<file path="config.mk">
export PLATFORM = sky130hd
export DESIGN_NAME = flash_self_program
export DESIGN_NICKNAME = d
export VERILOG_FILES = /design/src/pkg/flash_sp_pkg.sv /design/src/logic/flash_sp_timer.sv /design/src/logic/flash_self_program.sv
export SDC_FILE = /design/constraint.sdc
export NUM_CORES = 1
export LEC_CHECK = 0
export BUFFER_PORTS_ARGS = -buffer_cell sky130_fd_sc_hd__buf_2
export CORE_UTILIZATION = 56
export CTS_CLUSTER_SIZE = 30
export DETAILED_ROUTE_END_ITERATION = 8
export GPL_TIMING_DRIVEN = 0
export PLACE_DENSITY = 0.92
export SLEW_MARGIN = 20
export SYNTH_ARGS = -nofsm -noshare
export SYNTH_HDL_FRONTEND = slang
export SYNTH_SLANG_ARGS = --single-unit
</file>
<file path="constraint.sdc">
create_clock -name i_mclk -period 5.04 [get_ports i_mclk]
set_input_delay 0.252 -clock i_mclk [delete_from_list [all_inputs] [get_ports i_mclk]]
set_output_delay 0.252 -clock i_mclk [all_outputs]
set_load 0.1 [all_outputs]
</file>
<file path="src/pkg/flash_sp_pkg.sv">
// shared constants and types for the flash self-programming controller
package flash_sp_pkg;

  // timing: system clock, write-timing oscillator, flash write window
  localparam int CLK_MHZ = 50;
  localparam int RC_MHZ = 1;
  localparam int T_MIN_US = 3700; // 3.7 ms
  localparam int T_MAX_US = 4500; // 4.5 ms
  localparam int MIN_CYC = T_MIN_US * CLK_MHZ;
  localparam int MAX_CYC = T_MAX_US * CLK_MHZ;
  localparam int RC_TICKS = T_MIN_US * RC_MHZ;
  localparam int CNT_W = 18;

  // address geometry
  localparam int PC_W = 13;
  localparam int PAGE_W = 7;
  localparam int WORD_W = 6;
  localparam int PTR_W = 16;
  localparam int ADDR_W = 4;
  localparam logic [PC_W-1:0] STALL_REGION_START = 13'h1c00;
  localparam logic [PAGE_W-1:0] CONCURRENT_PAGES = 7'h70;

  // pointer field positions; bits 15:14 are never looked at
  localparam int Z_PC_HI = 13;
  localparam int Z_PAGE_LO = 7;
  localparam int Z_WORD_HI = 6;
  localparam int Z_WORD_LO = 1;
  localparam int Z_BYTE = 0;

  // boot section starts per size setting
  localparam logic [PC_W-1:0] BOOT_START_128 = 13'h1f80;
  localparam logic [PC_W-1:0] BOOT_START_256 = 13'h1f00;
  localparam logic [PC_W-1:0] BOOT_START_512 = 13'h1e00;
  localparam logic [PC_W-1:0] BOOT_START_1K = 13'h1c00;

  // register map and control bit positions
  localparam logic [ADDR_W-1:0] CTRL_OFS = 4'h0;
  localparam logic [ADDR_W-1:0] CFG_OFS = 4'h4;
  localparam int EN_BIT = 0;
  localparam int ERASE_BIT = 1;
  localparam int WRITE_BIT = 2;
  localparam int LOCK_BIT = 3;
  localparam int REEN_BIT = 4;
  localparam logic [4:0] CTRL_RESET = 5'h00;
  localparam logic [4:0] CTRL_FILL = 5'h01;
  localparam logic [1:0] WIN_LOAD = 2'h3;

  typedef enum logic [2:0] {
    ST_IDLE = 3'b001,
    ST_ARMED = 3'b010,
    ST_BUSY = 3'b100
  } state_e_t;

  typedef struct packed {
    logic [ADDR_W-1:0] addr;
    logic [7:0] wdata;
    logic wr;
    logic rd;
  } reg_req_t;

  typedef struct packed {
    logic spm;
    logic lpm;
    logic [PTR_W-1:0] ptr;
    logic [15:0] data;
  } spm_req_t;

  typedef struct packed {
    logic erase;
    logic write;
    logic lock;
    logic fill;
    logic [PAGE_W-1:0] page;
    logic [WORD_W-1:0] word;
    logic [15:0] data;
  } flash_cmd_t;

  function automatic logic [PC_W-1:0] boot_start(input logic [1:0] sel);
    unique case (sel)
      2'h3: boot_start = BOOT_START_128;
      2'h2: boot_start = BOOT_START_256;
      2'h1: boot_start = BOOT_START_512;
      2'h0: boot_start = BOOT_START_1K;
    endcase
  endfunction : boot_start

  function automatic logic in_concurrent_region(input logic [PC_W-1:0] addr);
    in_concurrent_region = addr < STALL_REGION_START;
  endfunction : in_concurrent_region

endpackage : flash_sp_pkg

</file>
<file path="src/logic/flash_sp_timer.sv">
// flash write timer paced by the internal rc oscillator
`timescale 1ns/10ps
module flash_sp_timer #(
  parameter int MIN_CYCLES = flash_sp_pkg::MIN_CYC,
  parameter int MAX_CYCLES = flash_sp_pkg::MAX_CYC,
  parameter int RC_COUNT = flash_sp_pkg::RC_TICKS
) (
  input wire logic i_mclk,
  input wire logic i_nrst,
  input wire logic i_rc_osc,
  input wire logic i_start,
  output logic o_done
);
  import flash_sp_pkg::*;

  localparam logic [CNT_W-1:0] MIN_T = CNT_W'(MIN_CYCLES - 1);
  localparam logic [CNT_W-1:0] MAX_T = CNT_W'(MAX_CYCLES - 1);
  localparam logic [CNT_W-1:0] RC_T = CNT_W'(RC_COUNT);

  typedef struct packed {
    logic s1;
    logic s2;
    logic s3;
    logic busy;
    logic done;
    logic [CNT_W-1:0] cyc;
    logic [CNT_W-1:0] ticks;
  } tmr_t;

  tmr_t s;
  tmr_t next_s;

  // rc edges pace the write; the mclk count only bounds it on both sides,
  // so a drifting oscillator can never stretch the write past the maximum
  always_comb begin
    next_s = s;
    next_s.s1 = i_rc_osc;
    next_s.s2 = s.s1;
    next_s.s3 = s.s2;
    next_s.done = 1'b0;
    if (i_start && !s.busy) begin
      next_s.busy = 1'b1;
      next_s.cyc = '0;
      next_s.ticks = '0;
    end else if (s.busy) begin
      next_s.cyc = s.cyc + 1'b1;
      if (s.s2 && !s.s3) begin
        next_s.ticks = s.ticks + 1'b1;
      end
      if ((s.ticks >= RC_T && s.cyc >= MIN_T) || s.cyc >= MAX_T) begin
        next_s.busy = 1'b0;
        next_s.done = 1'b1;
      end
    end
  end

  // synchronous reset; clears the rc synchroniser as well
  always_ff @(posedge i_mclk) begin
    if (!i_nrst) begin
      s <= '0;
    end else begin
      s <= next_s;
    end
  end

  assign o_done = s.done;
endmodule : flash_sp_timer

</file>
<file path="src/logic/flash_self_program.sv">
// self-programming sequencer: control register, pointer decode, region guard
//
// The address map and strobed register access were chosen for this implementation.
`timescale 1ns/10ps
// Behaviour
// flash write durations are paced by the internal rc oscillator
// erase, page write and lock write last 3.7 ms to 4.5 ms
// two-bit size setting picks 128/256/512/1024-word boot section at top
// boot vector is boot section start; application ends one word below
// concurrent-read region pages 0..111; stall-read words 0x1c00..0x1fff
// during erase or write only stall-read region code can be fetched
// program counter is 13 bits wide
// a page holds 64 words, selected by the six low word bits
// pointer bits sit one above word bits; pointer bit 13 is top
// erase and write take the page from pointer bits 13..7
// pointer bits 6..1 pick buffer word; zero them for page write
// pointer bits 15..14 are ignored everywhere
// pointer bit 0 zero for stores; byte select for loads
// software polls enable bit clear before a new operation
// software waits for eeprom write idle before control write
// concurrent-read region unreadable until re-enable command clears busy
// software masks interrupts around the timed control write
// store must follow control write within four cycles or is dropped
// busy flag stays set while the concurrent-read region is occupied
// boot size setting sampled at reset and held afterwards
module flash_self_program #(
  parameter int MIN_CYCLES = flash_sp_pkg::MIN_CYC,
  parameter int MAX_CYCLES = flash_sp_pkg::MAX_CYC,
  parameter int RC_COUNT = flash_sp_pkg::RC_TICKS
) (
  input wire logic i_mclk,
  input wire logic i_nrst,
  input wire logic i_rc_osc,
  input wire logic [1:0] i_boot_size_fuse,
  input wire logic i_eeprom_busy,
  input wire flash_sp_pkg::reg_req_t i_bus,
  output logic [7:0] o_rdata,
  input wire flash_sp_pkg::spm_req_t i_spm,
  output flash_sp_pkg::flash_cmd_t o_flash,
  output logic [flash_sp_pkg::PC_W-1:0] o_lpm_addr,
  output logic o_lpm_hi,
  input wire logic [flash_sp_pkg::PC_W-1:0] i_fetch_addr,
  output logic o_fetch_ok,
  output logic o_rw_busy,
  output logic o_spm_en,
  output logic [flash_sp_pkg::PC_W-1:0] o_boot_vector,
  output logic [flash_sp_pkg::PC_W-1:0] o_app_end
);
  import flash_sp_pkg::*;

  typedef struct packed {
    state_e_t st;
    logic [1:0] win;
    logic [4:0] ctrl;
    logic rw_busy;
    logic [1:0] fuse_s1;
    logic [1:0] fuse_s2;
    logic [1:0] boot_sel;
    flash_cmd_t cmd;
    logic [7:0] rdata;
    logic [PC_W-1:0] lpm_addr;
    logic lpm_hi;
  } top_t;

  localparam top_t TOP_RESET = '{
    st: ST_IDLE,
    win: 2'h0,
    ctrl: CTRL_RESET,
    rw_busy: 1'b0,
    fuse_s1: 2'h0,
    fuse_s2: 2'h0,
    boot_sel: 2'h0,
    cmd: '0,
    rdata: 8'h00,
    lpm_addr: '0,
    lpm_hi: 1'b0
  };

  top_t s;
  top_t next_s;
  logic tmr_start;
  logic tmr_done;
  logic [PAGE_W-1:0] z_page;
  logic flash_writing;

  // page select taken from pointer bits 13..7, bits 15..14 dropped
  assign z_page = i_spm.ptr[Z_PC_HI:Z_PAGE_LO];

  flash_sp_timer #(
    .MIN_CYCLES(MIN_CYCLES),
    .MAX_CYCLES(MAX_CYCLES),
    .RC_COUNT(RC_COUNT)
  ) u_timer (
    .i_mclk(i_mclk),
    .i_nrst(i_nrst),
    .i_rc_osc(i_rc_osc),
    .i_start(tmr_start),
    .o_done(tmr_done)
  );

  // whole sequencer: register reads, arm window, command decode
  always_comb begin
    next_s = s;
    tmr_start = 1'b0;
    next_s.fuse_s1 = i_boot_size_fuse;
    next_s.fuse_s2 = s.fuse_s1;
    next_s.cmd.erase = 1'b0;
    next_s.cmd.write = 1'b0;
    next_s.cmd.lock = 1'b0;
    next_s.cmd.fill = 1'b0;
    next_s.rdata = 8'h00;
    // read data valid the cycle after the strobe; unmapped reads give zero
    if (i_bus.rd) begin
      if (i_bus.addr == CTRL_OFS) begin
        next_s.rdata = {1'b0, s.rw_busy, 1'b0, s.ctrl};
      end else if (i_bus.addr == CFG_OFS) begin
        next_s.rdata = {6'h00, s.boot_sel};
      end
    end
    // loads: word address from bits 13..1, byte lane from bit 0
    if (i_spm.lpm) begin
      next_s.lpm_addr = i_spm.ptr[Z_PC_HI:Z_WORD_LO];
      next_s.lpm_hi = i_spm.ptr[Z_BYTE];
    end
    unique case (s.st)
      ST_IDLE: begin
        // an eeprom write in progress locks the control register out
        if (i_bus.wr && i_bus.addr == CTRL_OFS && !i_eeprom_busy) begin
          if (i_bus.wdata[EN_BIT]) begin
            next_s.ctrl = i_bus.wdata[4:0];
            next_s.st = ST_ARMED;
            next_s.win = WIN_LOAD;
          end
        end
      end
      ST_ARMED: begin
        if (i_spm.spm) begin
          next_s.ctrl = CTRL_RESET;
          next_s.st = ST_IDLE;
          if (s.ctrl[ERASE_BIT] || s.ctrl[WRITE_BIT]) begin
            // enable stays set until the timed write finishes
            tmr_start = 1'b1;
            next_s.st = ST_BUSY;
            next_s.ctrl = s.ctrl;
            next_s.cmd.erase = s.ctrl[ERASE_BIT];
            next_s.cmd.write = !s.ctrl[ERASE_BIT];
            next_s.cmd.page = z_page;
            next_s.cmd.word = '0;
            if (z_page < CONCURRENT_PAGES) begin
              next_s.rw_busy = 1'b1;
            end
          end else if (s.ctrl[LOCK_BIT]) begin
            // lock writes leave the whole flash readable
            tmr_start = 1'b1;
            next_s.st = ST_BUSY;
            next_s.ctrl = s.ctrl;
            next_s.cmd.lock = 1'b1;
            next_s.cmd.data = i_spm.data;
          end else if (s.ctrl[REEN_BIT]) begin
            next_s.rw_busy = 1'b0;
          end else if (s.ctrl == CTRL_FILL) begin
            next_s.cmd.fill = 1'b1;
            next_s.cmd.word = i_spm.ptr[Z_WORD_HI:Z_WORD_LO];
            next_s.cmd.data = i_spm.data;
          end
        end else if (s.win == 2'h0) begin
          // store came too late: the request silently lapses
          next_s.ctrl = CTRL_RESET;
          next_s.st = ST_IDLE;
        end else begin
          next_s.win = s.win - 1'b1;
        end
      end
      ST_BUSY: begin
        // writes to the control register are ignored until done
        if (tmr_done) begin
          next_s.ctrl = CTRL_RESET;
          next_s.st = ST_IDLE;
        end
      end
      default: begin
        next_s.st = ST_IDLE;
        next_s.ctrl = CTRL_RESET;
      end
    endcase
  end

  // boot size is caught while reset is held, then frozen
  always_ff @(posedge i_mclk) begin
    if (!i_nrst) begin
      s <= TOP_RESET;
      s.fuse_s1 <= i_boot_size_fuse;
      s.fuse_s2 <= s.fuse_s1;
      s.boot_sel <= s.fuse_s2;
    end else begin
      s <= next_s;
    end
  end

  // outputs; vector is a pure decode of the frozen size setting
  assign o_rdata = s.rdata;
  assign o_flash = s.cmd;
  assign o_lpm_addr = s.lpm_addr;
  assign o_lpm_hi = s.lpm_hi;
  assign o_rw_busy = s.rw_busy;
  assign o_spm_en = s.ctrl[EN_BIT];
  assign o_boot_vector = boot_start(s.boot_sel);
  assign o_app_end = boot_start(s.boot_sel) - 1'b1;
  // fetches below the stall-read boundary wait while busy is up; an erase
  // or page write holds them off too even when its page lies above the
  // boundary, since the array cannot serve reads while it is written
  assign flash_writing = s.st == ST_BUSY &&
    (s.ctrl[ERASE_BIT] || s.ctrl[WRITE_BIT]);
  assign o_fetch_ok = !((s.rw_busy || flash_writing) &&
    in_concurrent_region(i_fetch_addr));

  int op_cyc;
  // helper: counts cycles spent in the timed write
  always_ff @(posedge i_mclk) begin
    if (!i_nrst || s.st != ST_BUSY) begin
      op_cyc <= 0;
    end else begin
      op_cyc <= op_cyc + 1;
    end
  end
endmodule : flash_self_program

</file>
==> out/qor_table.md, run 1 <==
| Item | Reported |
|:---|:---|
| Global-route wire length before repair | 18.49 mm |
| Placer's final routability congestion estimate | 0.8665 |
| Total number of H-tree levels | 3 |
| Clk slew on worst S/H paths | 100 ps |
| Async set-reset flop share out of synthesis | 0 |
| Outcome | complete, no violations |
| Starting utilization of the core area | 0.5773 |
| Crit path kind | register to output port |
| Leakage component of the power | 2.866 nW |
| Remaining DRCs | 0 |
| Synthesis warning total | 0 |
| Area growth, synth to finish | 19.63% |
| Total setup violations reported at the end of the flow | 0 |
| RSZ-0062 raised after global routing | no |
| Final Net Count | 778 |
| Top fanout value on the critical path | 9 |
| Area taken by multi-input logic gates | 2153 µm² |
| HPWL reported at the end of detailed placement | 8.136 mm |
| Fmax | 0.4367 GHz |
| Count of port buffers added during placement | 113 |
| Total of max-cap violations | 0 |
| Post-route worst setup slack | 2750 ps |
| Detail Route Antenna Nets | 0 |
| Syn Area/Cell | 8.959 µm² |
| Number of detailed-route iterations in the first pass | 4 |
| Cell Rows | 34 |
| Share of post-route cells with drive strength above 1 | 0.3230 |
| Sequential standard cell area | 2242 µm² |
| Flip-flop and latch count after synthesis | 111 |
| CTS sink count | 111 |
| Starting DRT DRC Count | 197 |
| Actual transition at the worst max-transition pin | 815.3 ps |
| Via count | 4185 |
| Width of the die | 96.82 µm |
| Worst Setup End Kind | output port |
| Power per unit of standard cell area | 277.6 nW/µm² |
| GR Overflow Total | 0 |
| Most frequently used flop master after synthesis | sky130_fd_sc_hd__dfxtp_1 |
| Placed insts | 802 |
| Fraction of the core area covered by cells at the end of the flow | 0.6907 |
| Synthesized cell area | 5035 µm² |
| Critical R2R Launch | s[71]$_SDFFE_PN0P_ |
| Final Slew Violations | 0 |
| Maximum number of pins on one net before global-route repair | 19 |
| Sequential fraction of the synthesis area | 0.4453 |
| Count of final hold-check violations | 0 |
| Worst reg2reg setup slack | 3150 ps |
| Total Die Area | 9374 µm² |
| Layout Skew | 12.66 ps |
| Number of fill cells in the layout | 668 |
| Number of global-route vias before repair | 4101 |
| Number of top-level pins | 151 |
| CTS tree | yes |
| Startpoint of the most critical hold path | i_bus[5] |
| R2r endpoint | u_timer.s[23]$_SDFFE_PP0P_ |
| Area of the core | 8721 µm² |
| Total negative setup slack | 0 ps |
| Final clock period utilization by the worst path | 0.4544 |
| Die Height | 96.82 µm |
| Num CTS Buffers | 9 |
| Final worst path period need | 2290 ps |
| HP Class | primary input to register |
| Max IR drop VDD | 0.2176 mV |
| Slew Limit Headroom | 0.4553 |
| Critical path launch point type | register |
| Root buf cell | sky130_fd_sc_hd__clkbuf_8 |
| Number of instances in the synthesized netlist | 562 |
| Buffers from clock root to sink, at most | 2 |
| All-layer global routing usage | 0.2400 |
| Average vias per placed instance | 5.104 |
| Skew-Pair Late Insertion Delay | 380 ps |
| Endpoint required time on the critical path | 4790 ps |
| Critical path arrival | 2040 ps |
| Worst reg2reg path depth | 6 |
| Antenna violations before repair | 0 |
| Count of antenna diodes in the layout | 0 |
| Distinct cells, synth | 54 |
| Final non-filler cell total | 820 |
| Crit path launch | s[63]$_SDFFE_PN0P_ |
| CP endpoint | o_fetch_ok |
| DP Worst Slack | 3192 ps |
| Routed length per placed instance | 13.41 µm |
| EDFF count, synth | 2 |
| Routed WL | 11.00 mm |
## Yosys cell counts (10+ instances only)
cell type	n	area, µm²
sky130_fd_sc_hd__a21oi_1	24	120.1
sky130_fd_sc_hd__buf_4	75	563.0
sky130_fd_sc_hd__dfxtp_1	109	2182
sky130_fd_sc_hd__inv_1	10	37.54
sky130_fd_sc_hd__mux2i_1	33	330.3
sky130_fd_sc_hd__nand2_1	52	195.2
sky130_fd_sc_hd__nand3_1	21	105.1
sky130_fd_sc_hd__nor2_1	75	281.5
sky130_fd_sc_hd__nor3_1	14	70.07
sky130_fd_sc_hd__o21ai_0	13	65.06
sky130_fd_sc_hd__xnor2_1	14	122.6
sky130_fd_sc_hd__xor2_1	17	148.9
## cell families after synthesis
| logic type | count (synthesis) | synth area share |
|---|---|---|
| AO/OA/AOI/OAI | 56 | 0.06934 |
| XOR/XNOR | 31 | 0.05393 |
| adder cells (fa/ha/maj) | 4 | 0.009941 |
| buffers and inverters | 106 | 0.1412 |
| flip-flops | 111 | 0.4453 |
| multiplexers | 33 | 0.06561 |
| other | 2 | 0.001492 |
| AND/OR/NAND/NOR | 219 | 0.2132 |
## critical path: stages, from the launching register on
cell,delay (ps)
sky130_fd_sc_hd__dfxtp_1,370
sky130_fd_sc_hd__nor2_1,520
sky130_fd_sc_hd__nor4b_1,150
sky130_fd_sc_hd__o21ai_0,170
sky130_fd_sc_hd__buf_2,450
## power breakdown
group	total [mW]	internal (mW)	switching, mW
Sequential	0.897	0.890	0.00651
Clock	0.539	0.233	0.306
Combinational	0.237	0.0545	0.182
## through the flow
step                power [mW]  hold slack (ps)  instance area [µm²]
floorplan                1.108            279.7                 5106
detailed placement       1.152            317.9                 5807
global route             1.724            94.75                 6023
global placement         1.147            312.6                 5807
CTS                      1.675            91.69                 6023
finish                   1.672            96.87                 6023
## area by class of cell
cell class | count | share of cell area
Inverter | 10 | 0.006232
Tap cell | 108 | 0.02243
Timing Repair Buffer | 115 | 0.09722
Multi-Input combinational cell | 364 | 0.3575
Sequential cell | 111 | 0.3722
Clock buffer | 10 | 0.02119
Clock inverter | 6 | 0.01143
Buffer | 96 | 0.1118
## cells in the final DEF, fill, tap and decap left out, drive strengths merged, types with 2 or more instances in the layout
cell and count:
buf 200, dfxtp 109, nor2 76, nand2 54, mux2i 33, a21oi 24
nand3 21, conb 21, clkbuf 19, xor2 17, o21ai 15, nor3 14
xnor2 14, inv 12, nand4 9, and3 8, nor4 8, and2 7
nor3b 4, ha 4, or3 4, nand2b 3, a31oi 3, a211oi 3
or2 2, or4 2, o311a 2, clkinvlp 2, dlygate4sd3 2, edfxtp 2
or3b 2
## registers in the layout, indices dropped and copies added (netlist names)
| name | count |
|---|---|
| next_s | 4 |
| o_flash | 33 |
| o_lpm_addr | 13 |
| o_lpm_hi | 1 |
| o_rdata | 6 |
| o_rw_busy | 1 |
| o_spm_en | 1 |
| s | 11 |
| u_timer.next_s | 2 |
| u_timer.o_done | 1 |
| u_timer.s | 38 |
## metal layers
metal / vias to the layer above / share of wire / GRT usage / wire [µm]
met1: 1924 / 0.42 / 0.2886 / 4649
met5: - / 0 / 0 / 0
met4: 0 / 0.027 / 0.1079 / 293
li1: 2091 / - / - / -
met2: 138 / 0.50 / 0.4117 / 5487
met3: 32 / 0.052 / 0.04986 / 568
## worst min-delay path by stage
stage                               endpoint  slack (ps)  cells past startpoint
after floorplan           next_s[57]$_DFF_P_         280                      0
after global placement         s[58]$_DFF_P_         310                      0
after detailed placement       s[57]$_DFF_P_         320                      0
after CTS                 s[65]$_SDFFE_PN0P_          90                      2
after global routing      s[65]$_SDFFE_PN0P_          90                      2
final                     s[65]$_SDFFE_PN0P_         100                      2
## timing repair
action                    in CTS  in global routing
hold endpoints to repair       2                  0
setup buffers                  0                  0
hold buffers                   2                  0
gates resized for setup        0                  0
(Power assumes the default switching activity.)
==> inputs of run 2 (changes only) <==
ABC_AREA = 1   (was unset)
CORE_UTILIZATION = 47   (was 56)
PLACE_DENSITY = 0.82   (was 0.92)
clock period = 1.9 ns   (was 5.04 ns; I/O delays follow)
==> out/qor_table.md, run 2 <==
| Item | Reported | Delta |
|:---|:---|:---|
| Outcome | finished, violations left | was complete, no violations |
| Failing checks | negative hold slack |  |
| Worst Setup End Kind | output port | unchanged |
| Worst reg2reg setup slack | 220 ps | was 3150 ps |
| Via count | 4744 | was 4185 |
| Routed WL | 12.09 mm | was 11.00 mm |
| Count of final hold-check violations | 1 | was 0 |
| Average vias per placed instance | 4.615 | was 5.104 |
| Count of port buffers added during placement | 113 | unchanged |
| R2r endpoint | u_timer.s[30]$_SDFFE_PP0P_ | was u_timer.s[23]$_SDFFE_PP0P_ |
| Detail Route Antenna Nets | 0 | unchanged |
| Share of the synthesized area in the top cell type | 0.4103 | was 0.4334 |
| Worst reg2reg path depth | 8 | was 6 |
| Number of flip-flops in the largest register | 38 | unchanged |
| Clk slew on worst S/H paths | 80 ps | was 100 ps |
| Starting utilization of the core area | 0.4864 | was 0.5773 |
| Number of fill cells in the layout | 983 | was 668 |
| Root buf cell | sky130_fd_sc_hd__clkbuf_16 | was sky130_fd_sc_hd__clkbuf_8 |
| Critical-path cell list | inv_1 -> nor4_1 -> o21ai_2 -> buf_2 | was nor2_1 -> nor4b_1 -> o21ai_0 -> buf_2 |
| Top fanout value on the critical path | 4 | was 9 |
| Maximum number of pins on one net before global-route repair | 21 | was 19 |
| Skew-Pair Late Insertion Delay | 350 ps | was 380 ps |
| Area growth, synth to finish | 27.43% | was 19.63% |
| Synthesized cell area | 5319 µm² | was 5035 µm² |
| Layout Skew | 12.21 ps | was 12.66 ps |
| Remaining DRCs | 0 | unchanged |
| Critical path launch point type | register | unchanged |
| Most used cells in the layout excluding fill and tap cells | sky130_fd_sc_hd__nor2_1, sky130_fd_sc_hd__nand2_1, sky130_fd_sc_hd__buf_2, sky130_fd_sc_hd__dfxtp_1, sky130_fd_sc_hd__buf_4 | was sky130_fd_sc_hd__buf_2, sky130_fd_sc_hd__dfxtp_1, sky130_fd_sc_hd__nor2_1, sky130_fd_sc_hd__buf_4, sky130_fd_sc_hd__nand2_1 |
| Width of the die | 108.4 µm | was 96.82 µm |
| RSZ-0062 raised after global routing | no | unchanged |
| Actual transition at the worst max-transition pin | 570.3 ps | was 815.3 ps |
| Antenna violations before repair | 0 | unchanged |
| Final worst path period need | 1785 ps |  |
| Most common cell in the synthesized netlist | sky130_fd_sc_hd__nor2_1 | was sky130_fd_sc_hd__dfxtp_1 |
| Placer's final routability congestion estimate | 0.8716 | was 0.8665 |
| CTS sink count | 111 | unchanged |
| Global-route wire length before repair | 19.69 mm | was 18.49 mm |
| Power per unit of standard cell area | 790.4 nW/µm² | was 277.6 nW/µm² |
| Area of the core | 10940 µm² | was 8721 µm² |
| Total number of H-tree levels | 3 | unchanged |
| Buffers from clock root to sink, at most | 2 | unchanged |
| Async set-reset flop share out of synthesis | 0 | unchanged |
| Delay of the slowest cell on the worst path | 450 ps | was 520 ps |
| Critical R2R Launch | u_timer.s[18]$_SDFFE_PP0P_ | was s[71]$_SDFFE_PN0P_ |
| Slowest stage cell, crit path | sky130_fd_sc_hd__dfxtp_1 | was sky130_fd_sc_hd__nor2_1 |
| Startpoint of the most critical hold path | i_spm[25] | was i_bus[5] |
| Flip-flop and latch count after synthesis | 111 | unchanged |
| Hold Path End | o_lpm_addr[8]$_SDFFE_PN0P_ | was s[65]$_SDFFE_PN0P_ |
| Total negative setup slack | 0 ps | unchanged |
| Register bank with the most flops | u_timer.s | unchanged |
| Final clock period utilization by the worst path | 0.9395 |  |
| Most frequently used flop master after synthesis | sky130_fd_sc_hd__dfxtp_1 | unchanged |
| Resize count post-CTS | 0 | unchanged |
| Fmax | 0.5602 GHz |  |
| Num CTS Buffers | 9 | unchanged |
| Count of antenna diodes in the layout | 0 | unchanged |
| Most common cell after layout, fill and taps aside | sky130_fd_sc_hd__nor2_1 | was sky130_fd_sc_hd__buf_2 |
| Fraction of the core area covered by cells at the end of the flow | 0.6198 | was 0.6907 |
| Hold Crit Depth | 3 | was 2 |
| Distinct cells, synth | 39 | was 54 |
| Area contributors post-synth | sky130_fd_sc_hd__dfxtp_1, sky130_fd_sc_hd__buf_4, sky130_fd_sc_hd__nor2_1 | was sky130_fd_sc_hd__dfxtp_1, sky130_fd_sc_hd__buf_4, sky130_fd_sc_hd__mux2i_1 |
| Total Die Area | 11750 µm² | was 9374 µm² |
| Sequential fraction of the synthesis area | 0.4215 | was 0.4453 |
| Number of instances in the synthesized netlist | 710 | was 562 |
| Number of detailed-route iterations in the first pass | 5 | was 4 |
| Synthesis warning total | 0 | unchanged |
| Starting DRT DRC Count | 162 | was 197 |
| Largest area contributor in the synthesized netlist | sky130_fd_sc_hd__dfxtp_1 | unchanged |
| Final Slew Violations | 0 | unchanged |
| Cell Rows | 38 | was 34 |
| Number of top-level pins | 151 | unchanged |
| Share of post-route cells with drive strength above 1 | 0.2770 | was 0.3230 |
| Total setup violations reported at the end of the flow | 0 | unchanged |
| All-layer global routing usage | 0.2106 | was 0.2400 |
| Crit path kind | register to output port | unchanged |
| Final Net Count | 954 | was 778 |
| Critical path arrival | 1690 ps | was 2040 ps |
| HPWL reported at the end of detailed placement | 8.433 mm | was 8.136 mm |
| Endpoint required time on the critical path | 1800 ps | was 4790 ps |
| Final hold slack | -0.6665 ps | was 96.87 ps |
| Routed length per placed instance | 11.76 µm | was 13.41 µm |
| GR Overflow Total | 0 | unchanged |
| Total of max-cap violations | 0 | unchanged |
| Top cells by count, synth | sky130_fd_sc_hd__nor2_1, sky130_fd_sc_hd__nand2_1, sky130_fd_sc_hd__dfxtp_1 | was sky130_fd_sc_hd__dfxtp_1, sky130_fd_sc_hd__buf_4, sky130_fd_sc_hd__nor2_1 |
| Number of global-route vias before repair | 4473 | was 4101 |
| Die Height | 108.4 µm | was 96.82 µm |
| HP Class | primary input to register | unchanged |
| Slew Limit Headroom | 0.6198 | was 0.4553 |
| Syn Area/Cell | 7.491 µm² | was 8.959 µm² |
| Max IR drop VDD | 0.5750 mV | was 0.2176 mV |
| EDFF count, synth | 2 | unchanged |
| CTS tree | yes | unchanged |
| Leakage component of the power | 3.199 nW | was 2.866 nW |
[run 2: changes by cell type after synthesis, sizes merged, moves of 6 or more]
| cell | before | now |
|---|---|---|
| nand2 | 54 | 134 |
| nor2 | 76 | 142 |
| inv | 10 | 61 |
| o21ai | 15 | 60 |
| mux2i | 33 | 0 |
| and3 | 8 | 0 |
| and2 | 7 | 0 |
| nor4 | 8 | 1 |
| xnor2 | 14 | 7 |
| nand4 | 9 | 15 |
[run 2: how the worst max path moves through the flow]
stage / cells after the start / endpoint / slack, ps / startpoint
3_3_place_gp: 8 / u_timer.s[30]$_SDFFE_PP0P_ / 310 / u_timer.s[18]$_SDFFE_PP0P_
2_1_floorplan: 8 / o_flash[10]$_SDFFE_PN0P_ / 20 / o_spm_en$_SDFFE_PN0P_
6_report: 4 / o_fetch_ok / 110 / s[71]$_SDFFE_PN0P_
4_1_cts: 4 / o_fetch_ok / 80 / s[71]$_SDFFE_PN0P_
5_1_grt: 4 / o_fetch_ok / 40 / s[71]$_SDFFE_PN0P_
3_5_place_dp: 8 / u_timer.s[30]$_SDFFE_PP0P_ / 260 / u_timer.s[18]$_SDFFE_PP0P_
[run 2: cells by family (layout without fill, tap and decap cells)]
kind of cell	count (synthesis)	in the layout	share of synthesized area
simple gates	335	335	0.2719
buf+inv	152	311	0.1689
flops	111	111	0.4215
compound gates	85	85	0.09221
xor+xnor	21	21	0.03458
fa+ha+maj	4	4	0.009410
other cells	2	21	0.001412
[run 2: final cells by class]
type	instances	area, µm²	area share
multi-input cells	466	2256	0.3328
flip-flops and latches	111	2242	0.3308
repair buffers	143	865.8	0.1277
plain buffers	90	658.1	0.09710
inverters	62	244.0	0.03600
clock buffers	9	225.2	0.03323
well taps	140	175.2	0.02584
clock inverters	7	111.4	0.01643
[run 2: per-stage QoR]
stage / cell area [µm²] / setup slack [ps] / total power, mW / cells
2_1_floorplan: 5400 / 22.11 / 3.115 / 729
3_3_place_gp: 6141 / 307.2 / 3.248 / 982
3_5_place_dp: 6141 / 263.8 / 3.258 / 982
4_1_cts: 6778 / 75.47 / 5.380 / 1028
5_1_grt: 6778 / 42.62 / 5.523 / 1028
6_report: 6778 / 114.9 / 5.357 / 1028
[run 2: power by group]
part           internal [mW]  switching [mW]
Clock                   1.18           0.913
Sequential              2.38          0.0348
Combinational          0.215           0.627
Total                   3.78            1.57
[run 2: critical path, delay by kind of cell, from the launching register on]
kind,cells,cell delay (ps)
flip-flops,1,450
AO/OA/AOI/OAI,1,80
buffers and inverters,2,410
AND/OR/NAND/NOR,1,410
[run 2: what timing repair did]
action                    in CTS  in global routing
hold buffers                  30                  0
hold endpoints to repair      35                  0
buffers inserted               0                  0
[run 2: metal layers]
layer / track usage / share of wire / up-vias
li1: - / - / 2494
met1: 0.2464 / 0.45 / 2118
met2: 0.3899 / 0.50 / 119
met3: 0.04159 / 0.040 / 13
met4: 0.05405 / 0.013 / 0
met5: 0 / 0 / -
